`src/hdl/spimsp_regs.svh`:
```
`ifndef SPIMSP_REGS_SVH
`define SPIMSP_REGS_SVH

// Mode field codes
`define SPIMSP_MODE_DIV4 4'h0
`define SPIMSP_MODE_DIV16 4'h1
`define SPIMSP_MODE_DIV64 4'h2
`define SPIMSP_MODE_TMR2 4'h3
`define SPIMSP_MODE_SLV_SS 4'h4
`define SPIMSP_MODE_SLV_FREE 4'h5

// Serial clock rate: system clock divided by 4, 16 or 64
`define SPIMSP_RATE_DIV4 4
`define SPIMSP_RATE_DIV16 16
`define SPIMSP_RATE_DIV64 64
// Half periods in system clocks, minus one, for the prescaler
`define SPIMSP_HALF_DIV4 6'((`SPIMSP_RATE_DIV4 / 2) - 1)
`define SPIMSP_HALF_DIV16 6'((`SPIMSP_RATE_DIV16 / 2) - 1)
`define SPIMSP_HALF_DIV64 6'((`SPIMSP_RATE_DIV64 / 2) - 1)

`define SPIMSP_BITS_PER_BYTE 4'h8
`define SPIMSP_LAST_BIT 4'h7
`define SPIMSP_LAST_EDGE 5'h0f

// Reset values
`define SPIMSP_RST_BYTE 8'h00
`define SPIMSP_RST_PINS 3'h4

`endif

```
`src/hdl/spimsp_pkg.sv`:
```
package spimsp_pkg;

    typedef enum logic [1:0] {
        SPIMSP_IDLE,
        SPIMSP_RUN,
        SPIMSP_TAIL
    } spimsp_state_e;

    typedef logic [7:0] spimsp_byte_t;

endpackage

```
`src/hdl/spimsp_sync.sv`:
```
`timescale 1ns/1ps
// Three-stage pin synchroniser; output moves only once stages two and three agree
module spimsp_sync #(
    parameter int WIDTH = 1,
    parameter logic [WIDTH-1:0] RESET_VAL = '0
) (
    input wire logic clock_i,
    input wire logic arst_n_i,
    input wire logic [WIDTH-1:0] pin_i,
    output logic [WIDTH-1:0] level_o
);
    logic [WIDTH-1:0] stage1;
    logic [WIDTH-1:0] stage2;
    logic [WIDTH-1:0] stage3;

    always_ff @(posedge clock_i or negedge arst_n_i) begin
        if (!arst_n_i) begin
            stage1 <= RESET_VAL;
            stage2 <= RESET_VAL;
            stage3 <= RESET_VAL;
        end else begin
            stage1 <= pin_i;
            stage2 <= stage1;
            stage3 <= stage2;
        end
    end

    // Per bit: a disagreement holds the previous level
    always_ff @(posedge clock_i or negedge arst_n_i) begin
        if (!arst_n_i) begin
            level_o <= RESET_VAL;
        end else begin
            for (int i = 0; i < WIDTH; i++) begin
                if (stage2[i] == stage3[i]) begin
                    level_o[i] <= stage2[i];
                end
            end
        end
    end
endmodule

```
`src/hdl/spimsp_port.sv`:
```
`timescale 1ns/1ps
`include "spimsp_regs.svh"

// Function
// - Port acts only while enable bit set
// - One shift register, full duplex, MSB first
// - Full byte loads buffer, sets full, irq
// - Buffer write while busy dropped, collision set
// - Buffer read clears the full flag
// - Shift register reached only via buffer
// - Master starts shifting on buffer write
// - Master with output disabled keeps receiving
// - Idle clock level set by control bit
// - Master rate: div 4, 16, 64, timer/2
// - Edge select set: data valid before edge
// - Change on own edge, capture opposite
// - Master sample phase picks middle or end sampling
// - Slave shifts on external clock, flags done
// - Slave works asleep, byte wakes system
// - Select mode: active only with select low
// - Select high releases data output at once
// - Select high resets port logic
// - Port reset forces bit counter zero
// - Device reset disables port, aborts transfer
// - Master freezes while asleep, then resumes
module spimsp_port
    import spimsp_pkg::*;
(
    input wire logic clock_i,
    input wire logic arst_n_i,
    input wire logic port_enable_i,
    input wire logic [3:0] mode_i,
    input wire logic clock_idle_level_i,
    input wire logic clock_edge_sel_i,
    input wire logic input_sample_phase_i,
    input wire logic serial_data_out_disable_i,
    input wire logic sleep_i,
    input wire logic timer2_tick_i,
    input wire logic buf_wr_i,
    input wire logic [7:0] buf_wdata_i,
    input wire logic buf_rd_i,
    input wire logic irq_clear_i,
    input wire logic collision_clear_i,
    input wire logic sck_i,
    input wire logic serial_data_in_i,
    input wire logic ss_n_i,
    output logic [7:0] serial_buffer_o,
    output logic buffer_full_flag_o,
    output logic transfer_irq_flag_o,
    output logic write_collision_flag_o,
    output logic wake_o,
    output logic sck_o,
    output logic sck_oe_o,
    output logic serial_data_out_o,
    output logic serial_data_out_oe_o
);
    logic sck_f;
    logic sdi_f;
    logic ss_n_f;
    logic sck_prev;
    spimsp_state_e state;
    spimsp_byte_t shift_register;
    logic [3:0] bit_cnt;
    logic [4:0] edge_cnt;
    logic [5:0] pre_cnt;
    logic [5:0] half_max;
    logic pend;
    logic is_master;
    logic is_slave_ss;
    logic is_slave;
    logic port_rst;
    logic tick;
    logic lead_ev;
    logic trail_ev;
    logic sample_ev;
    logic shift_ev;
    logic do_sample;
    logic byte_done;
    logic busy;
    logic wr_ok;
    spimsp_byte_t next_shift;
    logic [2:0] samp_dly;
    logic bit_ev;
    spimsp_byte_t rx_byte;

    spimsp_sync #(
        .WIDTH(3),
        .RESET_VAL(`SPIMSP_RST_PINS)
    ) u_sync (
        .clock_i(clock_i),
        .arst_n_i(arst_n_i),
        .pin_i({ss_n_i, sck_i, serial_data_in_i}),
        .level_o({ss_n_f, sck_f, sdi_f})
    );

    assign is_master = (mode_i[3:2] == 2'b00);
    assign is_slave_ss = (mode_i == `SPIMSP_MODE_SLV_SS);
    assign is_slave = is_slave_ss || (mode_i == `SPIMSP_MODE_SLV_FREE);
    assign port_rst = !port_enable_i || !(is_master || is_slave) || (is_slave_ss && ss_n_f);

    always_comb begin
        unique case (mode_i[1:0])
            2'b00: half_max = `SPIMSP_HALF_DIV4;
            2'b01: half_max = `SPIMSP_HALF_DIV16;
            2'b10: half_max = `SPIMSP_HALF_DIV64;
            2'b11: half_max = `SPIMSP_HALF_DIV4;
        endcase
    end

    // No ticks while asleep freezes the byte
    assign tick = is_master && !port_rst && (state != SPIMSP_IDLE) && !sleep_i &&
        ((mode_i == `SPIMSP_MODE_TMR2) ? timer2_tick_i : (pre_cnt == half_max));

    always_ff @(posedge clock_i or negedge arst_n_i) begin
        if (!arst_n_i) begin
            pre_cnt <= 6'h00;
        end else if (port_rst || state == SPIMSP_IDLE || tick) begin
            pre_cnt <= 6'h00;
        end else if (!sleep_i) begin
            pre_cnt <= pre_cnt + 6'h01;
        end
    end

    // Leading edge leaves the idle level, trailing edge returns to it
    always_comb begin
        if (is_master) begin
            lead_ev = tick && (state == SPIMSP_RUN) && !edge_cnt[0];
            trail_ev = tick && (state == SPIMSP_RUN) && edge_cnt[0];
        end else begin
            // Slave edges from the external clock
            lead_ev = !port_rst && (sck_f != sck_prev) && (sck_f != clock_idle_level_i);
            trail_ev = !port_rst && (sck_f != sck_prev) && (sck_f == clock_idle_level_i);
        end
    end

    // Capture opposite to the output edge
    assign sample_ev = clock_edge_sel_i ? lead_ev : trail_ev;
    assign shift_ev = clock_edge_sel_i ? trail_ev : lead_ev;
    // End-of-output sampling slips half a period
    assign do_sample = (sample_ev && !(is_master && input_sample_phase_i)) || (pend && tick);
    // Master capture lags its strobe: the data pin crosses the synchroniser
    assign bit_ev = is_master ? samp_dly[2] : do_sample;
    assign byte_done = bit_ev && (bit_cnt == `SPIMSP_LAST_BIT);
    // MSB first, in and out together
    assign next_shift = {shift_register[6:0], sdi_f};
    assign rx_byte = is_master ? {shift_register[7:1], sdi_f} : next_shift;
    assign busy = (state != SPIMSP_IDLE) || (bit_cnt != 4'h0);
    assign wr_ok = buf_wr_i && !busy;

    always_ff @(posedge clock_i or negedge arst_n_i) begin
        if (!arst_n_i) begin
            sck_prev <= 1'b0;
        end else begin
            sck_prev <= sck_f;
        end
    end

    always_ff @(posedge clock_i or negedge arst_n_i) begin
        if (!arst_n_i) begin
            state <= SPIMSP_IDLE;
            edge_cnt <= 5'h00;
        end else if (port_rst || !is_master) begin
            state <= SPIMSP_IDLE;
            edge_cnt <= 5'h00;
        end else begin
            unique case (state)
                SPIMSP_IDLE: begin
                    edge_cnt <= 5'h00;
                    if (wr_ok) begin
                        state <= SPIMSP_RUN;
                    end
                end
                SPIMSP_RUN: begin
                    if (tick) begin
                        edge_cnt <= edge_cnt + 5'h01;
                        if (edge_cnt == `SPIMSP_LAST_EDGE) begin
                            edge_cnt <= 5'h00;
                            if (input_sample_phase_i) begin
                                state <= SPIMSP_TAIL;
                            end else if (!serial_data_out_disable_i) begin
                                state <= SPIMSP_IDLE;
                            end
                        end
                    end
                end
                SPIMSP_TAIL: begin
                    if (tick) begin
                        // Receive-only line monitor runs on without writes
                        state <= serial_data_out_disable_i ? SPIMSP_RUN : SPIMSP_IDLE;
                    end
                end
            endcase
        end
    end

    always_ff @(posedge clock_i or negedge arst_n_i) begin
        if (!arst_n_i) begin
            pend <= 1'b0;
        end else if (port_rst) begin
            pend <= 1'b0;
        end else if (is_master && input_sample_phase_i && sample_ev) begin
            pend <= 1'b1;
        end else if (tick) begin
            pend <= 1'b0;
        end
    end

    // Three cycles matches the pin path; a strobe is at least four apart
    always_ff @(posedge clock_i or negedge arst_n_i) begin
        if (!arst_n_i) begin
            samp_dly <= 3'h0;
        end else if (port_rst) begin
            samp_dly <= 3'h0;
        end else begin
            samp_dly <= {samp_dly[1:0], do_sample && is_master};
        end
    end

    // Loaded only through the buffer write
    always_ff @(posedge clock_i or negedge arst_n_i) begin
        if (!arst_n_i) begin
            shift_register <= `SPIMSP_RST_BYTE;
        end else if (wr_ok) begin
            shift_register <= buf_wdata_i;
        end else if (do_sample) begin
            shift_register <= is_master ? {shift_register[6:0], 1'b0} : next_shift;
        end else if (bit_ev) begin
            shift_register[0] <= sdi_f;
        end
    end

    always_ff @(posedge clock_i or negedge arst_n_i) begin
        if (!arst_n_i) begin
            bit_cnt <= 4'h0;
        end else if (port_rst) begin
            bit_cnt <= 4'h0;
        end else if (byte_done) begin
            bit_cnt <= 4'h0;
        end else if (bit_ev) begin
            bit_cnt <= bit_cnt + 4'h1;
        end
    end

    always_ff @(posedge clock_i or negedge arst_n_i) begin
        if (!arst_n_i) begin
            serial_buffer_o <= `SPIMSP_RST_BYTE;
        end else if (byte_done) begin
            serial_buffer_o <= rx_byte;
        end
    end

    // Read clears full; new byte wins
    always_ff @(posedge clock_i or negedge arst_n_i) begin
        if (!arst_n_i) begin
            buffer_full_flag_o <= 1'b0;
        end else if (byte_done) begin
            buffer_full_flag_o <= 1'b1;
        end else if (buf_rd_i) begin
            buffer_full_flag_o <= 1'b0;
        end
    end

    always_ff @(posedge clock_i or negedge arst_n_i) begin
        if (!arst_n_i) begin
            transfer_irq_flag_o <= 1'b0;
        end else if (byte_done) begin
            transfer_irq_flag_o <= 1'b1;
        end else if (irq_clear_i) begin
            transfer_irq_flag_o <= 1'b0;
        end
    end

    always_ff @(posedge clock_i or negedge arst_n_i) begin
        if (!arst_n_i) begin
            write_collision_flag_o <= 1'b0;
        end else if (buf_wr_i && busy) begin
            write_collision_flag_o <= 1'b1;
        end else if (collision_clear_i) begin
            write_collision_flag_o <= 1'b0;
        end
    end

    // Slave byte wakes the sleeping system
    always_ff @(posedge clock_i or negedge arst_n_i) begin
        if (!arst_n_i) begin
            wake_o <= 1'b0;
        end else begin
            wake_o <= byte_done && sleep_i && is_slave;
        end
    end

    always_ff @(posedge clock_i or negedge arst_n_i) begin
        if (!arst_n_i) begin
            sck_o <= 1'b0;
        end else if (state != SPIMSP_RUN) begin
            sck_o <= clock_idle_level_i;
        end else if (tick) begin
            sck_o <= !sck_o;
        end
    end

    always_ff @(posedge clock_i or negedge arst_n_i) begin
        if (!arst_n_i) begin
            sck_oe_o <= 1'b0;
        end else begin
            sck_oe_o <= port_enable_i && is_master;
        end
    end

    // Output enable follows select at once
    always_ff @(posedge clock_i or negedge arst_n_i) begin
        if (!arst_n_i) begin
            serial_data_out_oe_o <= 1'b0;
        end else begin
            serial_data_out_oe_o <= port_enable_i && !serial_data_out_disable_i &&
                (is_master || (is_slave && !port_rst));
        end
    end

    // MSB presented at load, before first edge
    always_ff @(posedge clock_i or negedge arst_n_i) begin
        if (!arst_n_i) begin
            serial_data_out_o <= 1'b0;
        end else if (wr_ok) begin
            serial_data_out_o <= buf_wdata_i[7];
        end else if (shift_ev) begin
            serial_data_out_o <= do_sample ? shift_register[6] : shift_register[7];
        end else if (trail_ev && bit_cnt == 4'h0 && !is_master) begin
            // Slave re-presents next MSB between bytes
            serial_data_out_o <= shift_register[7];
        end
    end

    en_off_pins_a: assert property (@(posedge clock_i) disable iff (!arst_n_i)
        !port_enable_i |=> !sck_oe_o && !serial_data_out_oe_o)
        else $error("pins driven while port disabled");

    buf_load_flags_a: assert property (@(posedge clock_i) disable iff (!arst_n_i)
        byte_done |=> buffer_full_flag_o && transfer_irq_flag_o
            && serial_buffer_o == $past(rx_byte))
        else $error("byte done without buffer load and flags");

    wr_collision_a: assert property (@(posedge clock_i) disable iff (!arst_n_i)
        buf_wr_i && busy |=> write_collision_flag_o && !(state == SPIMSP_RUN && $past(state) == SPIMSP_IDLE))
        else $error("collision not flagged");

    read_clear_a: assert property (@(posedge clock_i) disable iff (!arst_n_i)
        buf_rd_i && !byte_done |=> !buffer_full_flag_o)
        else $error("read did not clear buffer full");

    master_start_a: assert property (@(posedge clock_i) disable iff (!arst_n_i)
        wr_ok && is_master && !port_rst |=> state == SPIMSP_RUN)
        else $error("master did not start on write");

    idle_level_a: assert property (@(posedge clock_i) disable iff (!arst_n_i)
        state == SPIMSP_IDLE ##1 state == SPIMSP_IDLE |-> sck_o == $past(clock_idle_level_i))
        else $error("serial clock not at idle level");

    // Fastest rate toggles every two clocks
    div4_rate_a: assert property (@(posedge clock_i) disable iff (!arst_n_i)
        tick && mode_i == `SPIMSP_MODE_DIV4 ##1 (state == SPIMSP_RUN && !sleep_i
            && mode_i == `SPIMSP_MODE_DIV4 && !port_rst) |-> !tick ##1 tick)
        else $error("divide by four rate wrong");

    msb_early_a: assert property (@(posedge clock_i) disable iff (!arst_n_i)
        wr_ok |=> serial_data_out_o == $past(buf_wdata_i[7]) && sck_o == $past(sck_o))
        else $error("MSB not presented before first edge");

    ss_release_a: assert property (@(posedge clock_i) disable iff (!arst_n_i)
        is_slave_ss && ss_n_f |=> !serial_data_out_oe_o)
        else $error("output still driven with select high");

    cnt_reset_a: assert property (@(posedge clock_i) disable iff (!arst_n_i)
        port_rst |=> bit_cnt == 4'h0)
        else $error("bit counter not cleared");

    sleep_hold_a: assert property (@(posedge clock_i) disable iff (!arst_n_i)
        sleep_i && state == SPIMSP_RUN && !port_rst ##1 !port_rst && is_master
            |-> $stable(sck_o) && $stable(edge_cnt))
        else $error("master moved while asleep");

    slave_wake_a: assert property (@(posedge clock_i) disable iff (!arst_n_i)
        byte_done && sleep_i && is_slave |=> wake_o)
        else $error("no wake on slave byte");

    master_byte_c: cover property (@(posedge clock_i) disable iff (!arst_n_i)
        byte_done && is_master);
    slave_byte_c: cover property (@(posedge clock_i) disable iff (!arst_n_i)
        byte_done && is_slave_ss);
    collision_c: cover property (@(posedge clock_i) disable iff (!arst_n_i)
        buf_wr_i && busy);
    ss_abort_c: cover property (@(posedge clock_i) disable iff (!arst_n_i)
        is_slave_ss && ss_n_f && bit_cnt != 4'h0);
endmodule

```
`config.mk`:
```
export PLATFORM = sky130hd
export DESIGN_NAME = spimsp_port
export DESIGN_NICKNAME = d
export VERILOG_FILES = /design/src/hdl/spimsp_pkg.sv /design/src/hdl/spimsp_sync.sv /design/src/hdl/spimsp_port.sv
export VERILOG_INCLUDE_DIRS = /design/src /design/src/hdl
export SDC_FILE = /design/constraint.sdc
export NUM_CORES = 1
export LEC_CHECK = 0
export BUFFER_PORTS_ARGS = -buffer_cell sky130_fd_sc_hd__buf_2
export CAP_MARGIN = 40
export CORE_MARGIN = 4
export CORE_UTILIZATION = 45
export CTS_CLUSTER_DIAMETER = 150
export CTS_CLUSTER_SIZE = 16
export DETAILED_ROUTE_END_ITERATION = 6
export PLACE_DENSITY_LB_ADDON = 0.1
export SKIP_LAST_GASP = 1
export SYNTH_ARGS = -nofsm -noshare
export SYNTH_HDL_FRONTEND = slang
export SYNTH_HIERARCHICAL = 1
export SYNTH_SLANG_ARGS = --single-unit
```
`constraint.sdc`:
```
create_clock -name clock_i -period 2.54 [get_ports clock_i]
set_input_delay 0.254 -clock clock_i [delete_from_list [all_inputs] [get_ports clock_i]]
set_output_delay 0.254 -clock clock_i [all_outputs]
set_load 0.005 [all_outputs]
```
==> impl_metrics.toml, run 1 <==
[run_status]
status = "finished clean"

[clock_tree]
cts_resized = 0
tritoncts = "yes"
cts_max_level = 3
cts_buffers = 9
path_clk_slew_ns = 0.06
ctsRootBufferMaster = "clkbuf_8"
clockBufferDepth = 2
cts_sinks = 58
worstSkewPairLatency_ns = 0.33
post-cts-setup-buffers = 0
holdBufCountCts = 0

[timing]
fin_crit_ns = 2.27
tightest_slew_ns = 0.722
finalSetupViolations = 0
max-slew-margin-rel_pct = 51.9
rsz0062_at_grt = "false"
period_share_pct = 89.3
finClkSkew_ns = 0.00755
setup_tns_ns = 0
drv_slew = 0
fmax_mhz = 441
hold_viol_final = 0

[detailed_routing]
routedWlPerCell_um = 14.4
firstDrtPassIters = 4
drc = 0
postRouteAntennaNets = 0
routed_wl_um = 6030
vias = 2221
drt_iter0_markers = 67
avgViaCountPerCell = 5.30

[critical_path]
worstSetupEndpointType = "flop"
reg2reg_slack_ns = 0.27
critPathSlowestCell = "or3_1"
arrival_ns = 2.48
critPathRequiredTime_ns = 2.76
cp_cell_sequence = "or3_1, a211oi_4, nand3_2, a211oi_2, a221o_1, buf_12, mux2i_1, o21ai_1"
crit_family = "compound AO/OA/AOI/OAI gates"
r2r-start = "pre_cnt[3]"
timing_worst_setup_path_type = "flop to flop"
startpoint = "pre_cnt[3]"
cp_num_buf_inv = 1
cp_max_fo = 8
cp_slowest_stage_delay_ns = 0.44
startpoint_type = "flop"

[finish]
antennaDiodeCount = 0
utilization_pct = 55.7
drive_above_1_share_pct = 28.1
area_growth_pct = 20.2
final_nets = 374

[global_routing]
grt_pass1_vias = 2202
grt_usage_pct = 17.0
met2_usage_pct = 27.5
antenna_found_initial = 0
grt_max_degree = 59
grt_overflow_total = 0
grt_pass1_wl_um = 10000
use_met1_pct = 20.7
grt_util_met3_pct = 4.10
top_usage_layer = "met2"

[pwr]
power_uw = 2150
p_leak_uw = 0.00163
peakVddDrop_v = 0.000301
power_density_mw_per_mm2 = 612

[yosys]
synth_area_mm2 = 0.00293
synth_most_common_cell = "dfrtp_1"
ys_warn_count = 6
synth_nets = 313
synthFlopType = "dfrtp_1"
synthTopCellsByArea = "dfrtp_1, mux2i_1, dfstp_2"
syn_area_per_cell_um2 = 10.6
yosysTopAreaCellShare_pct = 46.2
netlist-cell-type-count = 62
synth_top_cell_by_area = "dfrtp_1"
synth-async-reset-ratio_pct = 100
synth_common_cells = "dfrtp_1, nand2_1, nor2_1, o21ai_1, mux2i_1"
syn_inst = 277
ys_ff_latch = 58
synth_edf_count = 0
yosysSeqAreaShare_pct = 49.8

[placed_design]
dp_hpwl_um = 4420
io_buffers = 43
place.gp.congestion = 0.779

[min_path]
min_from = "ss_n_i"
hold_class = "input pin to flop"

[floorplan]
dieWidth_um = 88.6
die_y_um = 88.6
ios = 44
core_mm2 = 0.00631
fp-row-count = 29
dieArea_mm2 = 0.00785
initial_core_util_pct = 46.3

[run]
maxCapViolations = 0
## metal layers
layer  share of wire [%]  up-vias
met4                 2.6        0
met2                  47       47
met3                 5.1       10
met1                  45     1050
met5                   0        -
li1                    -     1114
## power breakdown
| group | leakage (uW) | total, uW | switching (uW) | internal (uW) |
|---|---|---|---|---|
| Combinational | 0.000774 | 263 | 144 | 119 |
| Sequential | 0.000754 | 1020 | 43.4 | 978 |
| Clock | 0.000106 | 869 | 342 | 527 |
| Total | 0.00163 | 2150 | 530 | 1620 |
## sequential cells by signal, summed over array words and instances (netlist names)
signal                  cells
u_sync/stage2               3
samp_dly                    3
u_sync/stage3               3
buffer_full_flag_o          1
serial_data_out_o           1
wake_o                      1
write_collision_flag_o      1
state                       2
bit_cnt                     4
sck_prev                    1
pre_cnt                     6
shift_register              8
edge_cnt                    5
pend                        1
u_sync/stage1               3
sck_oe_o                    1
u_sync/level_o              3
transfer_irq_flag_o         1
sck_o                       1
serial_buffer_o             8
serial_data_out_oe_o        1
## metrics by stage
stage	instances	setup slack, ns	instance area, um^2	hold slack [ns]
6_report	419	0.273	3520	0.0223
5_1_grt	419	0.0597	3520	0.00686
4_1_cts	419	0.265	3520	0.00294
3_5_place_dp	404	0.0392	3310	0.335
3_3_place_gp	404	0.0879	3310	0.332
2_1_floorplan	277	0.257	2930	-0.0416
## cell usage in the layout (no fill, tap or decap), drive strengths merged, types with 4 or more instances in the layout
cell / instances
nand3: 10
o21ai: 29
dfrtp: 54
inv: 14
o31ai: 4
a211oi: 6
a21oi: 12
nand2: 28
buf: 58
clkbuf: 13
xor2: 5
mux2i: 15
nor2b: 4
nor2: 21
ha: 8
dfstp: 4
## worst paths after layout
kind	depth (start not counted)	to
max	8	shift_register[3]
min	1	u_sync/stage1[2]
max reg2reg	8	shift_register[3]
min reg2reg	0	u_sync/stage2[1]
max in group asynchronous	2	sck_o
min in group asynchronous	2	u_sync/level_o[0]
## cell type report
type / instances / area [um^2]
inverters: 14 / 52.6
well taps: 77 / 96.3
repair buffers: 58 / 340
clock buffers: 13 / 169
multi-input cells: 197 / 1370
flip-flops and latches: 58 / 1460
fillers: 565 / 2800
clock inverters: 2 / 35.0
## cell families (layout without fill, tap and decap cells)
| logic type | after synthesis | in the layout | share of synthesized area, % |
|---|---|---|---|
| AND/OR/NAND/NOR | 92 | 92 | 17.2 |
| AO/OA/AOI/OAI | 71 | 71 | 17.4 |
| flip-flops | 58 | 58 | 49.8 |
| buffers and inverters | 22 | 87 | 3.46 |
| multiplexers | 16 | 16 | 5.52 |
| adder cells (fa/ha/maj) | 11 | 11 | 4.58 |
| XOR/XNOR | 7 | 7 | 2.10 |
Power figures use the tool's default switching activity.
==> inputs of run 2 (changes only) <==
--- a/config.mk
+++ b/config.mk
@@ -10,10 +10,12 @@
 export CAP_MARGIN = 40
 export CORE_MARGIN = 4
 export CORE_UTILIZATION = 45
+export CTS_BUF_LIST = sky130_fd_sc_hd__clkbuf_2 sky130_fd_sc_hd__clkbuf_4 sky130_fd_sc_hd__clkbuf_8
 export CTS_CLUSTER_DIAMETER = 150
 export CTS_CLUSTER_SIZE = 16
 export DETAILED_ROUTE_END_ITERATION = 6
 export PLACE_DENSITY_LB_ADDON = 0.1
+export RECOVER_POWER = 25
 export SKIP_LAST_GASP = 1
 export SYNTH_ARGS = -nofsm -noshare
 export SYNTH_HDL_FRONTEND = slang
==> run 2 against run 1 <==
Against the previous run:
- sequential power about the same
- clock power up 1%
- sequential cell count unchanged
- via count about the same
- combinational power about the same
- non-clock buffer count unchanged
- final area about the same
- critical path type unchanged
- critical endpoint unchanged
- largest cell class unchanged
==> impl_metrics.toml, run 2 (same netlist as run 1, synthesis figures left out) <==
[pwr]
power_uw = 2160
peakVddDrop_v = 0.000301
power_density_mw_per_mm2 = 615
p_leak_uw = 0.00164

[run_status]
status = "finished clean"

[critical_path]
r2r-start = "pre_cnt[3]"
critPathRequiredTime_ns = 2.76
cp_max_fo = 8
timing_worst_setup_path_type = "flop to flop"
startpoint_type = "flop"
worstSetupEndpointType = "flop"
arrival_ns = 2.48
startpoint = "pre_cnt[3]"

[finish]
regArea_mm2 = 0.00146
drive_above_1_share_pct = 28.1
final_nets = 374
antennaDiodeCount = 0
final_common_cell = "dfrtp_1"
num-fill-cells = 566
multi_input_area_mm2 = 0.00137
reg_top3 = "serial_buffer_o x8, shift_register x8, pre_cnt x6"
mostFrequentLayoutCells = "dfrtp_1, buf_2, nand2_1, nor2_1, o21ai_1"
area_growth_pct = 20.3

[run]
maxCapViolations = 0

[placed_design]
place.gp.congestion = 0.779
dp_hpwl_um = 4420
io_buffers = 43

[timing]
rsz0062_at_grt = "false"
tightest_slew_ns = 1.41
setup_tns_ns = 0
hold_viol_final = 0
fin_crit_ns = 2.27
max-slew-margin-rel_pct = 6.10
period_share_pct = 89.2
fmax_mhz = 441
drv_slew = 0
finalSetupViolations = 0
finClkSkew_ns = 0.00570

[clock_tree]
cts_buffers = 9
worstSkewPairLatency_ns = 0.33
cts_max_level = 3
tritoncts = "yes"
ctsRootBufferMaster = "clkbuf_8"
post-cts-setup-buffers = 0
cts_sinks = 58
path_clk_slew_ns = 0.06
cts_resized = 0
holdBufCountCts = 0
clockBufferDepth = 2

[detailed_routing]
avgViaCountPerCell = 5.30
drc = 0
firstDrtPassIters = 4
postRouteAntennaNets = 0
vias = 2219
routedWlPerCell_um = 14.3
routed_wl_um = 6000
drt_iter0_markers = 71

[min_path]
min_from = "ss_n_i"
hold_class = "input pin to flop"

[floorplan]
die_y_um = 88.6
fp-row-count = 29
dieWidth_um = 88.6
core_mm2 = 0.00631
initial_core_util_pct = 46.3
ios = 44
dieArea_mm2 = 0.00785

[global_routing]
antenna_found_initial = 0
grt_max_degree = 59
grt_usage_pct = 17.0
grt_overflow_total = 0
grt_pass1_wl_um = 10000
grt_pass1_vias = 2202
==> run 2: cell count changes in the layout (fill, tap and decap cells not counted), sizes merged <==
| cell | change |
|---|---|
| clkbuf | +1 |
| buf | -1 |
==> run 2: layout make-up <==
type                            instances  share of cell area [%]
Sequential cell                        58                    41.4
Multi-Input combinational cell        197                    38.9
Timing Repair Buffer                   58                    9.60
Clock buffer                           13                    4.91
Tap cell                               77                    2.74
Inverter                               14                    1.49
Clock inverter                          2                   0.996
==> run 2: path summary, 6_finish.rpt <==
path,endpoint,cells past startpoint,slack (ns)
worst max-delay path,shift_register[3],8,0.27
worst min-delay path,u_sync/stage1[2],1,0.02
worst max register to register,shift_register[3],8,0.27
worst min register to register,u_sync/stage2[1],0,0.35
max in group asynchronous,edge_cnt[0],2,1.37
min in group asynchronous,u_sync/level_o[0],2,0.33
==> run 2: metrics by stage <==
step	setup slack [ns]	area (um^2)	utilization [%]	cells	hold slack [ns]
2_1_floorplan	0.257	2930	-	277	-0.0416
3_3_place_gp	0.0879	3310	52.5	404	0.332
3_5_place_dp	0.0392	3310	52.5	404	0.335
4_1_cts	0.265	3520	55.8	419	0.00294
5_1_grt	0.0594	3520	55.7	419	0.00689
6_report	0.274	3520	55.7	419	0.0215
==> run 2: critical path: stages (launching register included) <==
cell and delay (ns):
dfrtp_1 0.42, or3_1 0.44, a211oi_4 0.30, nand3_2 0.12, a211oi_2 0.27, a221o_1 0.20
buf_12 0.14, mux2i_1 0.19, o21ai_1 0.07
==> run 2: layer usage <==
metal | GRT usage [%] | vias to the layer above | part of all wire [%]
met5 | 0 | - | 0
met4 | 9.48 | 0 | 3.0
met3 | 4.10 | 13 | 5.4
li1 | - | 1113 | -
met2 | 27.5 | 46 | 47
met1 | 20.7 | 1047 | 44
==> run 2: power breakdown <==
| group | leakage [uW] | switching, uW | internal [uW] |
|---|---|---|---|
| clock | 0.000109 | 342 | 537 |
| combinational | 0.000774 | 143 | 119 |
| sequential | 0.000754 | 43.3 | 978 |
